--- src/inc/poc_pkg.sv ---
// constants, register layouts and carrier types of the output configuration bank
// assumes a 20 MHz pclk and a 32-bit apb with byte addresses on paddr
package poc_pkg;
  // clock and derived cycle scales
  localparam int CLK_HZ = 20_000_000;
  localparam int CYC_PER_US = CLK_HZ / 1_000_000;
  localparam int CYC_PER_MS = CLK_HZ / 1_000;

  // register byte addresses
  localparam int ADDR_W = 8;
  localparam logic [7:0] OFF_LINK = 8'h00;
  localparam logic [7:0] OFF_INIT = 8'h04;
  localparam logic [7:0] OFF_STATUS = 8'h08;
  localparam logic [15:0] LINK_RESET = 16'h0000;
  localparam logic [15:0] INIT_RESET = 16'h0000;

  // bit rates and the cycles of one bit (bit time rounded down)
  localparam int RATE_SLOW_BPS = 125_000;
  localparam int RATE_FAST_BPS = 189_000;
  localparam logic [7:0] BIT_CYC_SLOW = 8'(CLK_HZ / RATE_SLOW_BPS);
  localparam logic [7:0] BIT_CYC_FAST = 8'(CLK_HZ / RATE_FAST_BPS);

  // free-running repetition periods and the long phase I hold
  localparam int PERIOD_0_US = 1000;
  localparam int PERIOD_1_US = 500;
  localparam int PERIOD_2_US = 300;
  localparam int PERIOD_3_US = 250;
  localparam int PHASE1_MS = 100;
  localparam int TIMER_W = 22;

  // frame composition
  localparam logic [4:0] WIDTH_BASE = 5'h09;
  localparam logic [3:0] CODE_WIDTH_9 = 4'h0;
  localparam logic [3:0] CODE_WIDTH_10 = 4'h1;
  localparam logic [5:0] START_BITS = 6'h02;
  localparam logic [5:0] CTRL_BITS = 6'h03;
  localparam logic [5:0] CRC_BITS = 6'h03;
  localparam logic [5:0] PARITY_BITS = 6'h01;
  localparam logic [5:0] STATUS_BITS = 6'h01;
  localparam logic [2:0] CTRL_POS = 3'h1;
  localparam logic [2:0] CTRL_SPD = 3'h2;
  localparam logic [1:0] SLOT_ONE = 2'h0;
  localparam logic [1:0] SLOT_TWO = 2'h1;
  localparam logic [1:0] SLOT_THREE = 2'h2;
  localparam int ID_NIBBLES = 32;
  localparam logic [1:0] SEQ_AFTER_ONE = 2'h0;
  localparam logic [1:0] SEQ_AFTER_TWO = 2'h1;

  typedef enum logic [1:0] {PH_ONE, PH_TWO, PH_THREE, PH_APP} poc_phase_t;

  typedef struct packed {
    logic speed_en;
    logic parity_check;
    logic sync_mode;
    logic fast_rate;
    logic current_sel;
    logic status_en;
    logic status_err;
    logic third_slot;
    logic [1:0] period_sel;
    logic [1:0] nibble_rep;
    logic [3:0] payload_code;
  } poc_link_t;

  typedef struct packed {
    logic [6:0] phase3_repeat_count;
    logic phase1_length_select;
    logic error_code_en;
    logic ctrl_rolling;
    logic ctrl_en;
    logic [1:0] init_seq;
    logic [2:0] primary_code;
  } poc_init_t;

  typedef struct packed {
    logic [21:0] zero;
    logic cfg_conflict;
    logic ph1_elapsed;
    logic [2:0] roll;
    logic sending;
    logic [1:0] slot;
    logic [1:0] phase;
  } poc_status_t;

  typedef struct packed {
    logic start;
    logic [1:0] slot;
    logic is_speed;
    logic [2:0] ctrl;
    logic check_parity;
    logic status_en;
    logic status_flag;
    logic [7:0] bit_cycles;
    logic [4:0] data_width;
    logic [4:0] primary_width;
    logic [1:0] phase;
    logic [2:0] nibble_repeat;
    logic payload_err;
    logic defect_only;
  } poc_frame_t;
endpackage

--- src/hw/poc_timer.sv ---
// loadable down counter: done pulses in the same cycle that the count reaches zero
// assumes load is not held while a count is wanted to finish
`timescale 1ns/1ns
`default_nettype none
module poc_timer #(
  parameter int W = 22
) (
  input wire logic pclk,
  input wire logic presetn,
  input wire logic load,
  input wire logic [W-1:0] value,
  output logic busy,
  output logic done
);
  logic [W-1:0] cnt;

  // count down after a load
  always_ff @(posedge pclk or negedge presetn) begin
    if (!presetn) begin
      cnt <= '0;
    end else if (load) begin
      cnt <= value;
    end else if (cnt != '0) begin
      cnt <= cnt - W'(1);
    end
  end

  // expiry pulse
  always_ff @(posedge pclk or negedge presetn) begin
    if (!presetn) begin
      done <= 1'b0;
    end else begin
      done <= !load && (cnt == W'(1));
    end
  end

  // busy leaves load out, so a reload that is driven from busy cannot loop back on itself
  assign busy = (cnt != '0);
endmodule // poc_timer
`default_nettype wire

--- src/hw/poc_output_config.sv ---
// output transmitter configuration bank with apb slave and frame scheduler
// assumes apb master in pclk domain; sync_pulse and sensor_error are synchronous
// Operation
// bit 15 set adds angular speed frames beside position
// bit 14 picks parity bit instead of crc
// bit 13 set sends only on sync pulses, else free-running
// bit 12 picks 189 kbps, clear gives 125 kbps
// bit 10 includes the status flag in each frame
// bit 9 lets the status flag carry error information
// bit 8 moves speed from slot 2 to slot 3
// bits 7:6 pick free-running period 1000, 500, 300 or 250 us
// bits 5:4 plus one repeat each phase II nibble
// bits 3:0 plus nine give frame data width
// software avoids 9-bit width with errors or phases II and III
// software keeps data width at least the signal widths
// phase III repeats two times field plus one
// phase I lasts 100 ms when selected, else minimal
// error codes go into the payload only when enabled
// three frame control bits are added when enabled
// control bits carry 001/010 or a rolling counter
// bits 4:3 choose after which phase application mode starts
// primary width is nine plus bits 2:0
// at 10-bit width an error sends only the defect code
//
// Chosen here: the APB register port and the register offsets.
`timescale 1ns/1ns
`default_nettype none
module poc_output_config #(
  parameter int PERIOD_0_CYC = poc_pkg::PERIOD_0_US * poc_pkg::CYC_PER_US,
  parameter int PERIOD_1_CYC = poc_pkg::PERIOD_1_US * poc_pkg::CYC_PER_US,
  parameter int PERIOD_2_CYC = poc_pkg::PERIOD_2_US * poc_pkg::CYC_PER_US,
  parameter int PERIOD_3_CYC = poc_pkg::PERIOD_3_US * poc_pkg::CYC_PER_US,
  parameter int PHASE1_CYC = poc_pkg::PHASE1_MS * poc_pkg::CYC_PER_MS,
  // bit time used only to space slots; the defaults equal the line bit times
  parameter int SLOT_BIT_SLOW_CYC = int'(poc_pkg::BIT_CYC_SLOW),
  parameter int SLOT_BIT_FAST_CYC = int'(poc_pkg::BIT_CYC_FAST)
) (
  input wire logic pclk,
  input wire logic presetn,
  input wire logic psel,
  input wire logic penable,
  input wire logic pwrite,
  input wire logic [poc_pkg::ADDR_W-1:0] paddr,
  input wire logic [31:0] pwdata,
  output logic [31:0] prdata,
  output logic pready,
  output logic pslverr,
  input wire logic sync_pulse,
  input wire logic sensor_error,
  output poc_pkg::poc_frame_t frame
);
  poc_pkg::poc_link_t link_q;
  poc_pkg::poc_init_t init_q;
  poc_pkg::poc_phase_t phase_q;
  poc_pkg::poc_status_t status;
  logic access, complete, hit_link, hit_init, hit_status;
  logic [31:0] rd_data;
  logic sending_q, ph1_armed_q, ph1_elapsed_q;
  logic [1:0] slot_q, last_slot, next_slot;
  logic [2:0] roll_q, next_ctrl;
  logic [8:0] phase_cnt_q, ph2_last, ph3_last;
  logic per_busy, per_done, gap_done, ph1_done;
  logic [poc_pkg::TIMER_W-1:0] period_cyc, gap_cyc;
  logic [poc_pkg::TIMER_W-1:0] slot_bit_cyc;
  logic [5:0] frame_bits;
  logic [7:0] bit_cyc;
  logic [4:0] width;
  logic trig, issue, next_speed, phase_end, cfg_conflict, defect_only;

  // apb decode; a transfer completes in the second access cycle
  assign access = psel && penable;
  assign complete = access && pready;
  assign hit_link = (paddr == poc_pkg::OFF_LINK);
  assign hit_init = (paddr == poc_pkg::OFF_INIT);
  assign hit_status = (paddr == poc_pkg::OFF_STATUS);

  // status word showing scheduler state
  always_comb begin
    status = '0;
    status.cfg_conflict = cfg_conflict;
    status.ph1_elapsed = ph1_elapsed_q;
    status.roll = roll_q;
    status.sending = sending_q;
    status.slot = slot_q;
    status.phase = phase_q;
  end

  // read mux; registers sit in the low half, upper bits zero
  always_comb begin
    rd_data = 32'h0000_0000;
    if (hit_link) begin
      rd_data = {16'h0000, link_q};
    end else if (hit_init) begin
      rd_data = {16'h0000, init_q};
    end else if (hit_status) begin
      rd_data = status;
    end
  end

  // answer one cycle into the access phase
  always_ff @(posedge pclk or negedge presetn) begin
    if (!presetn) begin
      pready <= 1'b0;
      prdata <= 32'h0000_0000;
      pslverr <= 1'b0;
    end else begin
      pready <= access && !pready;
      prdata <= (access && !pready && !pwrite) ? rd_data : 32'h0000_0000;
      pslverr <= access && !pready && !(hit_link || hit_init || hit_status);
    end
  end

  // link format register
  always_ff @(posedge pclk or negedge presetn) begin
    if (!presetn) begin
      link_q <= poc_pkg::LINK_RESET;
    end else if (complete && pwrite && hit_link) begin
      link_q <= pwdata[15:0];
    end
  end

  // init and framing register
  always_ff @(posedge pclk or negedge presetn) begin
    if (!presetn) begin
      init_q <= poc_pkg::INIT_RESET;
    end else if (complete && pwrite && hit_init) begin
      init_q <= pwdata[15:0];
    end
  end

  // period, bit time and frame length selection
  always_comb begin
    case (link_q.period_sel)
      2'h0: period_cyc = poc_pkg::TIMER_W'(PERIOD_0_CYC);
      2'h1: period_cyc = poc_pkg::TIMER_W'(PERIOD_1_CYC);
      2'h2: period_cyc = poc_pkg::TIMER_W'(PERIOD_2_CYC);
      default: period_cyc = poc_pkg::TIMER_W'(PERIOD_3_CYC);
    endcase
    bit_cyc = link_q.fast_rate ? poc_pkg::BIT_CYC_FAST : poc_pkg::BIT_CYC_SLOW;
    width = poc_pkg::WIDTH_BASE + 5'(link_q.payload_code);
    frame_bits = poc_pkg::START_BITS + 6'(width)
      + (init_q.ctrl_en ? poc_pkg::CTRL_BITS : 6'h00)
      + (link_q.status_en ? poc_pkg::STATUS_BITS : 6'h00)
      + (link_q.parity_check ? poc_pkg::PARITY_BITS : poc_pkg::CRC_BITS);
    slot_bit_cyc = link_q.fast_rate ? poc_pkg::TIMER_W'(SLOT_BIT_FAST_CYC)
      : poc_pkg::TIMER_W'(SLOT_BIT_SLOW_CYC);
    // both factors widened first so the product is not cut to the width of the factors
    gap_cyc = poc_pkg::TIMER_W'(frame_bits) * slot_bit_cyc;
  end

  // slot plan and trigger source
  always_comb begin
    last_slot = poc_pkg::SLOT_ONE;
    if (phase_q == poc_pkg::PH_APP && link_q.speed_en) begin
      last_slot = link_q.third_slot ? poc_pkg::SLOT_THREE : poc_pkg::SLOT_TWO;
    end
    trig = link_q.sync_mode ? sync_pulse : per_done;
    issue = (trig && !sending_q) || (gap_done && sending_q && slot_q != last_slot);
    next_slot = sending_q ? slot_q + 2'h1 : poc_pkg::SLOT_ONE;
    next_speed = (last_slot != poc_pkg::SLOT_ONE) && (next_slot == last_slot);
  end

  // frame control code
  always_comb begin
    next_ctrl = 3'h0;
    if (init_q.ctrl_en) begin
      next_ctrl = init_q.ctrl_rolling ? roll_q : (next_speed ? poc_pkg::CTRL_SPD : poc_pkg::CTRL_POS);
    end
  end

  // phase ends and conflict checks
  always_comb begin
    ph2_last = 9'(poc_pkg::ID_NIBBLES * (int'(link_q.nibble_rep) + 1) - 1);
    ph3_last = 9'(2 * (int'(init_q.phase3_repeat_count) + 1) - 1);
    case (phase_q)
      poc_pkg::PH_ONE: phase_end = !init_q.phase1_length_select || ph1_elapsed_q;
      poc_pkg::PH_TWO: phase_end = (phase_cnt_q == ph2_last);
      poc_pkg::PH_THREE: phase_end = (phase_cnt_q == ph3_last);
      default: phase_end = 1'b0;
    endcase
    cfg_conflict = (link_q.payload_code == poc_pkg::CODE_WIDTH_9)
      && (link_q.status_err || init_q.error_code_en || init_q.init_seq != poc_pkg::SEQ_AFTER_ONE);
    defect_only = sensor_error && init_q.error_code_en && (link_q.payload_code == poc_pkg::CODE_WIDTH_10);
  end

  // free-running period timer, reloaded whenever it runs out while sync_mode is clear
  poc_timer #(.W(poc_pkg::TIMER_W)) u_period (
    .pclk(pclk),
    .presetn(presetn),
    .load(!per_busy && !link_q.sync_mode),
    .value(period_cyc),
    .busy(per_busy),
    .done(per_done)
  );

  // spacing between slots of one cycle
  poc_timer #(.W(poc_pkg::TIMER_W)) u_gap (
    .pclk(pclk),
    .presetn(presetn),
    .load(issue),
    .value(gap_cyc),
    .busy(),
    .done(gap_done)
  );

  // phase I hold timer
  poc_timer #(.W(poc_pkg::TIMER_W)) u_phase1 (
    .pclk(pclk),
    .presetn(presetn),
    .load(phase_q == poc_pkg::PH_ONE && !ph1_armed_q),
    .value(poc_pkg::TIMER_W'(PHASE1_CYC)),
    .busy(),
    .done(ph1_done)
  );

  // phase I hold bookkeeping
  always_ff @(posedge pclk or negedge presetn) begin
    if (!presetn) begin
      ph1_armed_q <= 1'b0;
      ph1_elapsed_q <= 1'b0;
    end else begin
      ph1_armed_q <= 1'b1;
      if (ph1_done) begin
        ph1_elapsed_q <= 1'b1;
      end
    end
  end

  // slot sequencing inside one cycle
  always_ff @(posedge pclk or negedge presetn) begin
    if (!presetn) begin
      sending_q <= 1'b0;
      slot_q <= poc_pkg::SLOT_ONE;
    end else if (issue) begin
      sending_q <= 1'b1;
      slot_q <= next_slot;
    end else if (gap_done) begin
      sending_q <= 1'b0;
    end
  end

  // rolling frame counter
  always_ff @(posedge pclk or negedge presetn) begin
    if (!presetn) begin
      roll_q <= 3'h0;
    end else if (issue && init_q.ctrl_en && init_q.ctrl_rolling) begin
      roll_q <= roll_q + 3'h1;
    end
  end

  // initialization phase sequencer, advanced by issued frames
  always_ff @(posedge pclk or negedge presetn) begin
    if (!presetn) begin
      phase_q <= poc_pkg::PH_ONE;
      phase_cnt_q <= 9'h000;
    end else if (issue && phase_q != poc_pkg::PH_APP) begin
      phase_cnt_q <= phase_end ? 9'h000 : phase_cnt_q + 9'h001;
      if (phase_end) begin
        case (phase_q)
          poc_pkg::PH_ONE: phase_q <= (init_q.init_seq == poc_pkg::SEQ_AFTER_ONE) ? poc_pkg::PH_APP : poc_pkg::PH_TWO;
          poc_pkg::PH_TWO: phase_q <= (init_q.init_seq == poc_pkg::SEQ_AFTER_TWO) ? poc_pkg::PH_APP : poc_pkg::PH_THREE;
          default: phase_q <= poc_pkg::PH_APP;
        endcase
      end
    end
  end

  // frame descriptor handed to the transmitter
  always_ff @(posedge pclk or negedge presetn) begin
    if (!presetn) begin
      frame <= '0;
    end else begin
      frame.start <= issue;
      if (issue) begin
        frame.slot <= next_slot;
        frame.is_speed <= next_speed;
        frame.ctrl <= next_ctrl;
        frame.check_parity <= link_q.parity_check;
        frame.status_en <= link_q.status_en;
        frame.status_flag <= link_q.status_en && link_q.status_err && sensor_error;
        frame.bit_cycles <= bit_cyc;
        frame.data_width <= width;
        frame.primary_width <= poc_pkg::WIDTH_BASE + 5'(init_q.primary_code);
        frame.phase <= phase_q;
        frame.nibble_repeat <= 3'(link_q.nibble_rep) + 3'h1;
        frame.payload_err <= sensor_error && init_q.error_code_en && !defect_only;
        frame.defect_only <= defect_only;
      end
    end
  end
endmodule // poc_output_config
`default_nettype wire

--- config.mk ---
export PLATFORM = sky130hd
export DESIGN_NAME = poc_output_config
export DESIGN_NICKNAME = d
export VERILOG_FILES = /design/src/inc/poc_pkg.sv /design/src/hw/poc_timer.sv /design/src/hw/poc_output_config.sv
export SDC_FILE = /design/constraint.sdc
export NUM_CORES = 1
export LEC_CHECK = 0
export BUFFER_PORTS_ARGS = -buffer_cell sky130_fd_sc_hd__buf_2
export CAP_MARGIN = 20
export CORE_MARGIN = 5
export CORE_UTILIZATION = 45
export CTS_CLUSTER_DIAMETER = 30
export CTS_CLUSTER_SIZE = 25
export DETAILED_ROUTE_END_ITERATION = 12
export PLACE_DENSITY = 0.67
export SLEW_MARGIN = 20
export SYNTH_ARGS = -nofsm -noshare
export SYNTH_HDL_FRONTEND = slang
export SYNTH_HIERARCHICAL = 1
export SYNTH_SLANG_ARGS = --single-unit
--- constraint.sdc ---
create_clock -name pclk -period 4.75 [get_ports pclk]
set_input_delay 0.7125 -clock pclk [delete_from_list [all_inputs] [get_ports pclk]]
set_output_delay 0.7125 -clock pclk [all_outputs]
set_load 0.01 [all_outputs]
==> results.txt <==
The hold violation count in the final report is 0. Data on the critical path is required at its endpoint by 5100 ps. The area of the mapped netlist is 0.0102 sq mm. The number of nets with antenna violations after detailed routing is 0.

The final clock period utilization by the worst path is 1.08. Once detailed placement completed, the half-perimeter wirelength came to 16.3 mm. The number of antenna violations at the first check in global routing was 1. The number of buffers inserted by hold repair at cts is 0.

The post-synthesis to final-layout area growth came out at 18.3%. The worst stage delay on the critical path is 570 ps. The die height is 160 um. Walking the worst path, the cells encountered are inv_2, ha_4, inv_4, ha_4, fa_1, inv_1, ha_2, inv_2, fa_2, inv_2, fa_1, ha_1, fa_1, ha_4, nor2b_4, o21ai_4, a21boi_4, o21a_1, o21ai_2, nand2b_1, a21oi_2, xor2_1, o21ai_1, a21oi_1. The power density of the placed cells is 293 mW/mm^2.

The logic depth of the worst setup path including buffers is 24. TritonCTS built the clock tree. Buffers inserted during clock tree synthesis total 17. Synthesis handed over a netlist of 1,027 instances. The leakage power total came out at 0.00548 uW.

The worst setup path is of the reg -> reg kind. The die covers 0.0257 sq mm. The core area is 0.0224 sq mm.

The data arrival at the endpoint of the critical path came out at 5490 ps. The minimum clock period after layout is 5130 ps. In this run the horizontal extent of the chip is 160 um.

The worst-case IR drop observed on VDD is 0.221 mV. The critical path startpoint category is a flop. Final hold analysis gives a worst-case slack of 369 ps.

The critical path contains buffers and inverters numbering 5 combined. In the final layout, the share of cells above drive strength 1 is 0.233. The maximum buffer depth of the clock tree came out at 2. In this run the number of H-tree levels came out at 4.

The worst register-to-register path begins at link_q[0]$_DFFE_PN0P_. The clock arrives with 8.61 ps of skew. Setup repair after global routing could not meet its margin everywhere. The sum of negative setup slack is -1350 ps.

The standard cell area after detailed placement came out at 0.0112 sq mm. The run finished, with violations left. The number of rows in the core area is 55.

The total number of vias came out at 7,777. The checks that failed: setup timing. The largest fanout of any net on the critical path is 3. The number of setup violations in the final report is 5. In the routed design, unresolved DRC markers number 0. The ratio of routed vias to standard cells is 5.28.

The critical path's slowest cell is sky130_fd_sc_hd__fa_2. The reg2reg setup slack came out at -380 ps. The kind of cell with the highest combined delay along the critical path is adder cells.

The depth of the worst register-to-register path is 24. The count of boundary I/O pins came out at 116. The first detailed-routing pass took 5 iterations. The max-slew violation count is 0. The tightest min-delay check is of the in -> async type. The worst setup path is captured at a flop. The first global-routing pass estimated 37.9 mm of wire. The filler cell count came out at 2,007. The highest achievable clock rate is 195 MHz.

The root buffer selected by CTS is sky130_fd_sc_hd__clkbuf_16. The max-capacitance violation count came out at 0. The combined global-route utilization of all metal layers came out at 0.180.

The final layout contains routed wiring with a total length of 22.9 mm. The clock transition time at the flip-flop clock pins of the worst setup and hold paths is 70 ps. The clock latency at the later pin of the worst-skew pair came out at 430 ps. The net total in the final layout came out at 1,291.

The number of DRC markers after the initial detailed-route iteration came out at 416. The routed length per placed instance came out at 15.6 um. The origin of the worst setup path is link_q[0]$_DFFE_PN0P_. Measured against its own limit, the worst slew margin works out to 0.416.

The routability congestion estimate from global placement is 0.832. Setup slack on the critical path of the routed design comes to -384 ps. In this run the worst setup path terminates at u_gap/cnt[13]$_DFFE_PN0P_. The total grt overflow is 0. The total of warnings raised by yosys came out at 6. The mean cell area of the mapped netlist is 9.89 sq um. In this run the critical register-to-register path is captured at u_gap/cnt[13]$_DFFE_PN0P_. The starting density of the core came out at 0.453. The number of global-route vias before repair came to 7,482. The number of port buffers is 80. The post-layout instance area is 0.0120 sq mm.

The slew at the pin with the worst max-slew slack came out at 875 ps. For this design, the sink count on the clock tree is 166. The maximum number of pins on one net before global-route repair is 90.
placed cells by master (no fill, tap or decap), types with 5 or more instances in the layout:
cell and count:
sky130_fd_sc_hd__dfrtp_1 166, sky130_fd_sc_hd__nand2_1 91, sky130_fd_sc_hd__buf_2 79, sky130_fd_sc_hd__conb_1 63, sky130_fd_sc_hd__nor2_1 61, sky130_fd_sc_hd__inv_1 57, sky130_fd_sc_hd__o21ai_0 53, sky130_fd_sc_hd__ha_1 50
sky130_fd_sc_hd__xnor2_1 49, sky130_fd_sc_hd__buf_4 48, sky130_fd_sc_hd__a21oi_1 47, sky130_fd_sc_hd__mux2_2 39, sky130_fd_sc_hd__o31ai_1 35, sky130_fd_sc_hd__xor2_1 26, sky130_fd_sc_hd__mux2i_1 24, sky130_fd_sc_hd__nor3_1 24
sky130_fd_sc_hd__nor2b_1 17, sky130_fd_sc_hd__clkbuf_16 17, sky130_fd_sc_hd__nand3_1 16, sky130_fd_sc_hd__nor4_1 16, sky130_fd_sc_hd__inv_2 9, sky130_fd_sc_hd__fa_1 9, sky130_fd_sc_hd__nand4b_1 9, sky130_fd_sc_hd__ha_4 8
sky130_fd_sc_hd__or3_1 7, sky130_fd_sc_hd__nor4_2 7, sky130_fd_sc_hd__and3_1 7, sky130_fd_sc_hd__nor3b_1 7, sky130_fd_sc_hd__or4_4 7, sky130_fd_sc_hd__o21ai_1 7, sky130_fd_sc_hd__and2_1 6, sky130_fd_sc_hd__a21o_1 6
sky130_fd_sc_hd__a21oi_2 5, sky130_fd_sc_hd__or2_2 5, sky130_fd_sc_hd__nand4_1 5, sky130_fd_sc_hd__clkinv_4 5
sequential cells by signal, indices dropped and copies added (netlist names), 2 cells and up:
register and cells:
frame 30, u_gap/cnt 22, u_period/cnt 22, u_phase1/cnt 22, init_q 16, link_q 16
prdata 16, phase_cnt_q 9, roll_q 3, phase_q 2
report_power, final:
part           leakage (uW)  total, uW  internal [uW]  switching [uW]
Clock              0.000298       1430            837             593
Combinational       0.00314        453            218             236
Sequential          0.00204       1640           1510             129
Total               0.00548       3530           2570             958
worst min-delay path by stage:
stage / startpoint / to / cells after the start
5_1_grt: presetn / prdata[11]$_DFF_PN0_ / 1
4_1_cts: presetn / pslverr$_DFF_PN0_ / 1
3_5_place_dp: u_phase1/done$_DFF_PN0_ / ph1_elapsed_q$_DFFE_PN0P_ / 1
3_3_place_gp: u_phase1/done$_DFF_PN0_ / ph1_elapsed_q$_DFFE_PN0P_ / 1
2_1_floorplan: u_phase1/done$_DFF_PN0_ / ph1_elapsed_q$_DFFE_PN0P_ / 1
6_report: presetn / link_q[11]$_DFFE_PN0P_ / 1
timing repair:
item,CTS,global route
pin swaps,12,7
setup endpoints to repair,5,5
setup buffers,9,4
gates resized for setup,13,25
routing by layer:
layer / up-vias / routed length (um) / global-route usage
li1: 3815 / - / -
met1: 3782 / 10500 / 0.248
met2: 157 / 11100 / 0.291
met3: 23 / 883 / 0.0351
met4: 0 / 407 / 0.0551
met5: - / 0 / 0
cell type report:
cell class,instances,area (sq um),share of cell area
antenna,2,5.00,0.000416
clock buffer,19,433,0.0360
clock inverter,13,173,0.0144
inverter,67,254,0.0211
multi-input combinational,793,5860,0.487
sequential,166,4150,0.346
tap,285,357,0.0297
timing repair buffer,129,787,0.0655
worst register-to-register path, delay by kind of cell, from the launching register on:
family	cells	cell delay (ps)
xor+xnor	1	150
compound gates	7	910
flops	1	360
buf+inv	5	270
simple gates	2	200
fa+ha+maj	9	3180
through the flow:
stage	cells	total power (uW)	utilization	setup slack, ps
5_1_grt	1473	3690	0.536	-596
6_report	1474	3530	0.536	-384
3_3_place_gp	1428	2090	0.498	-381
2_1_floorplan	1088	1980	-	-270
3_5_place_dp	1428	2100	0.498	-486
4_1_cts	1469	3550	0.530	-376
Note: power is estimated with default switching activity, not from simulation.
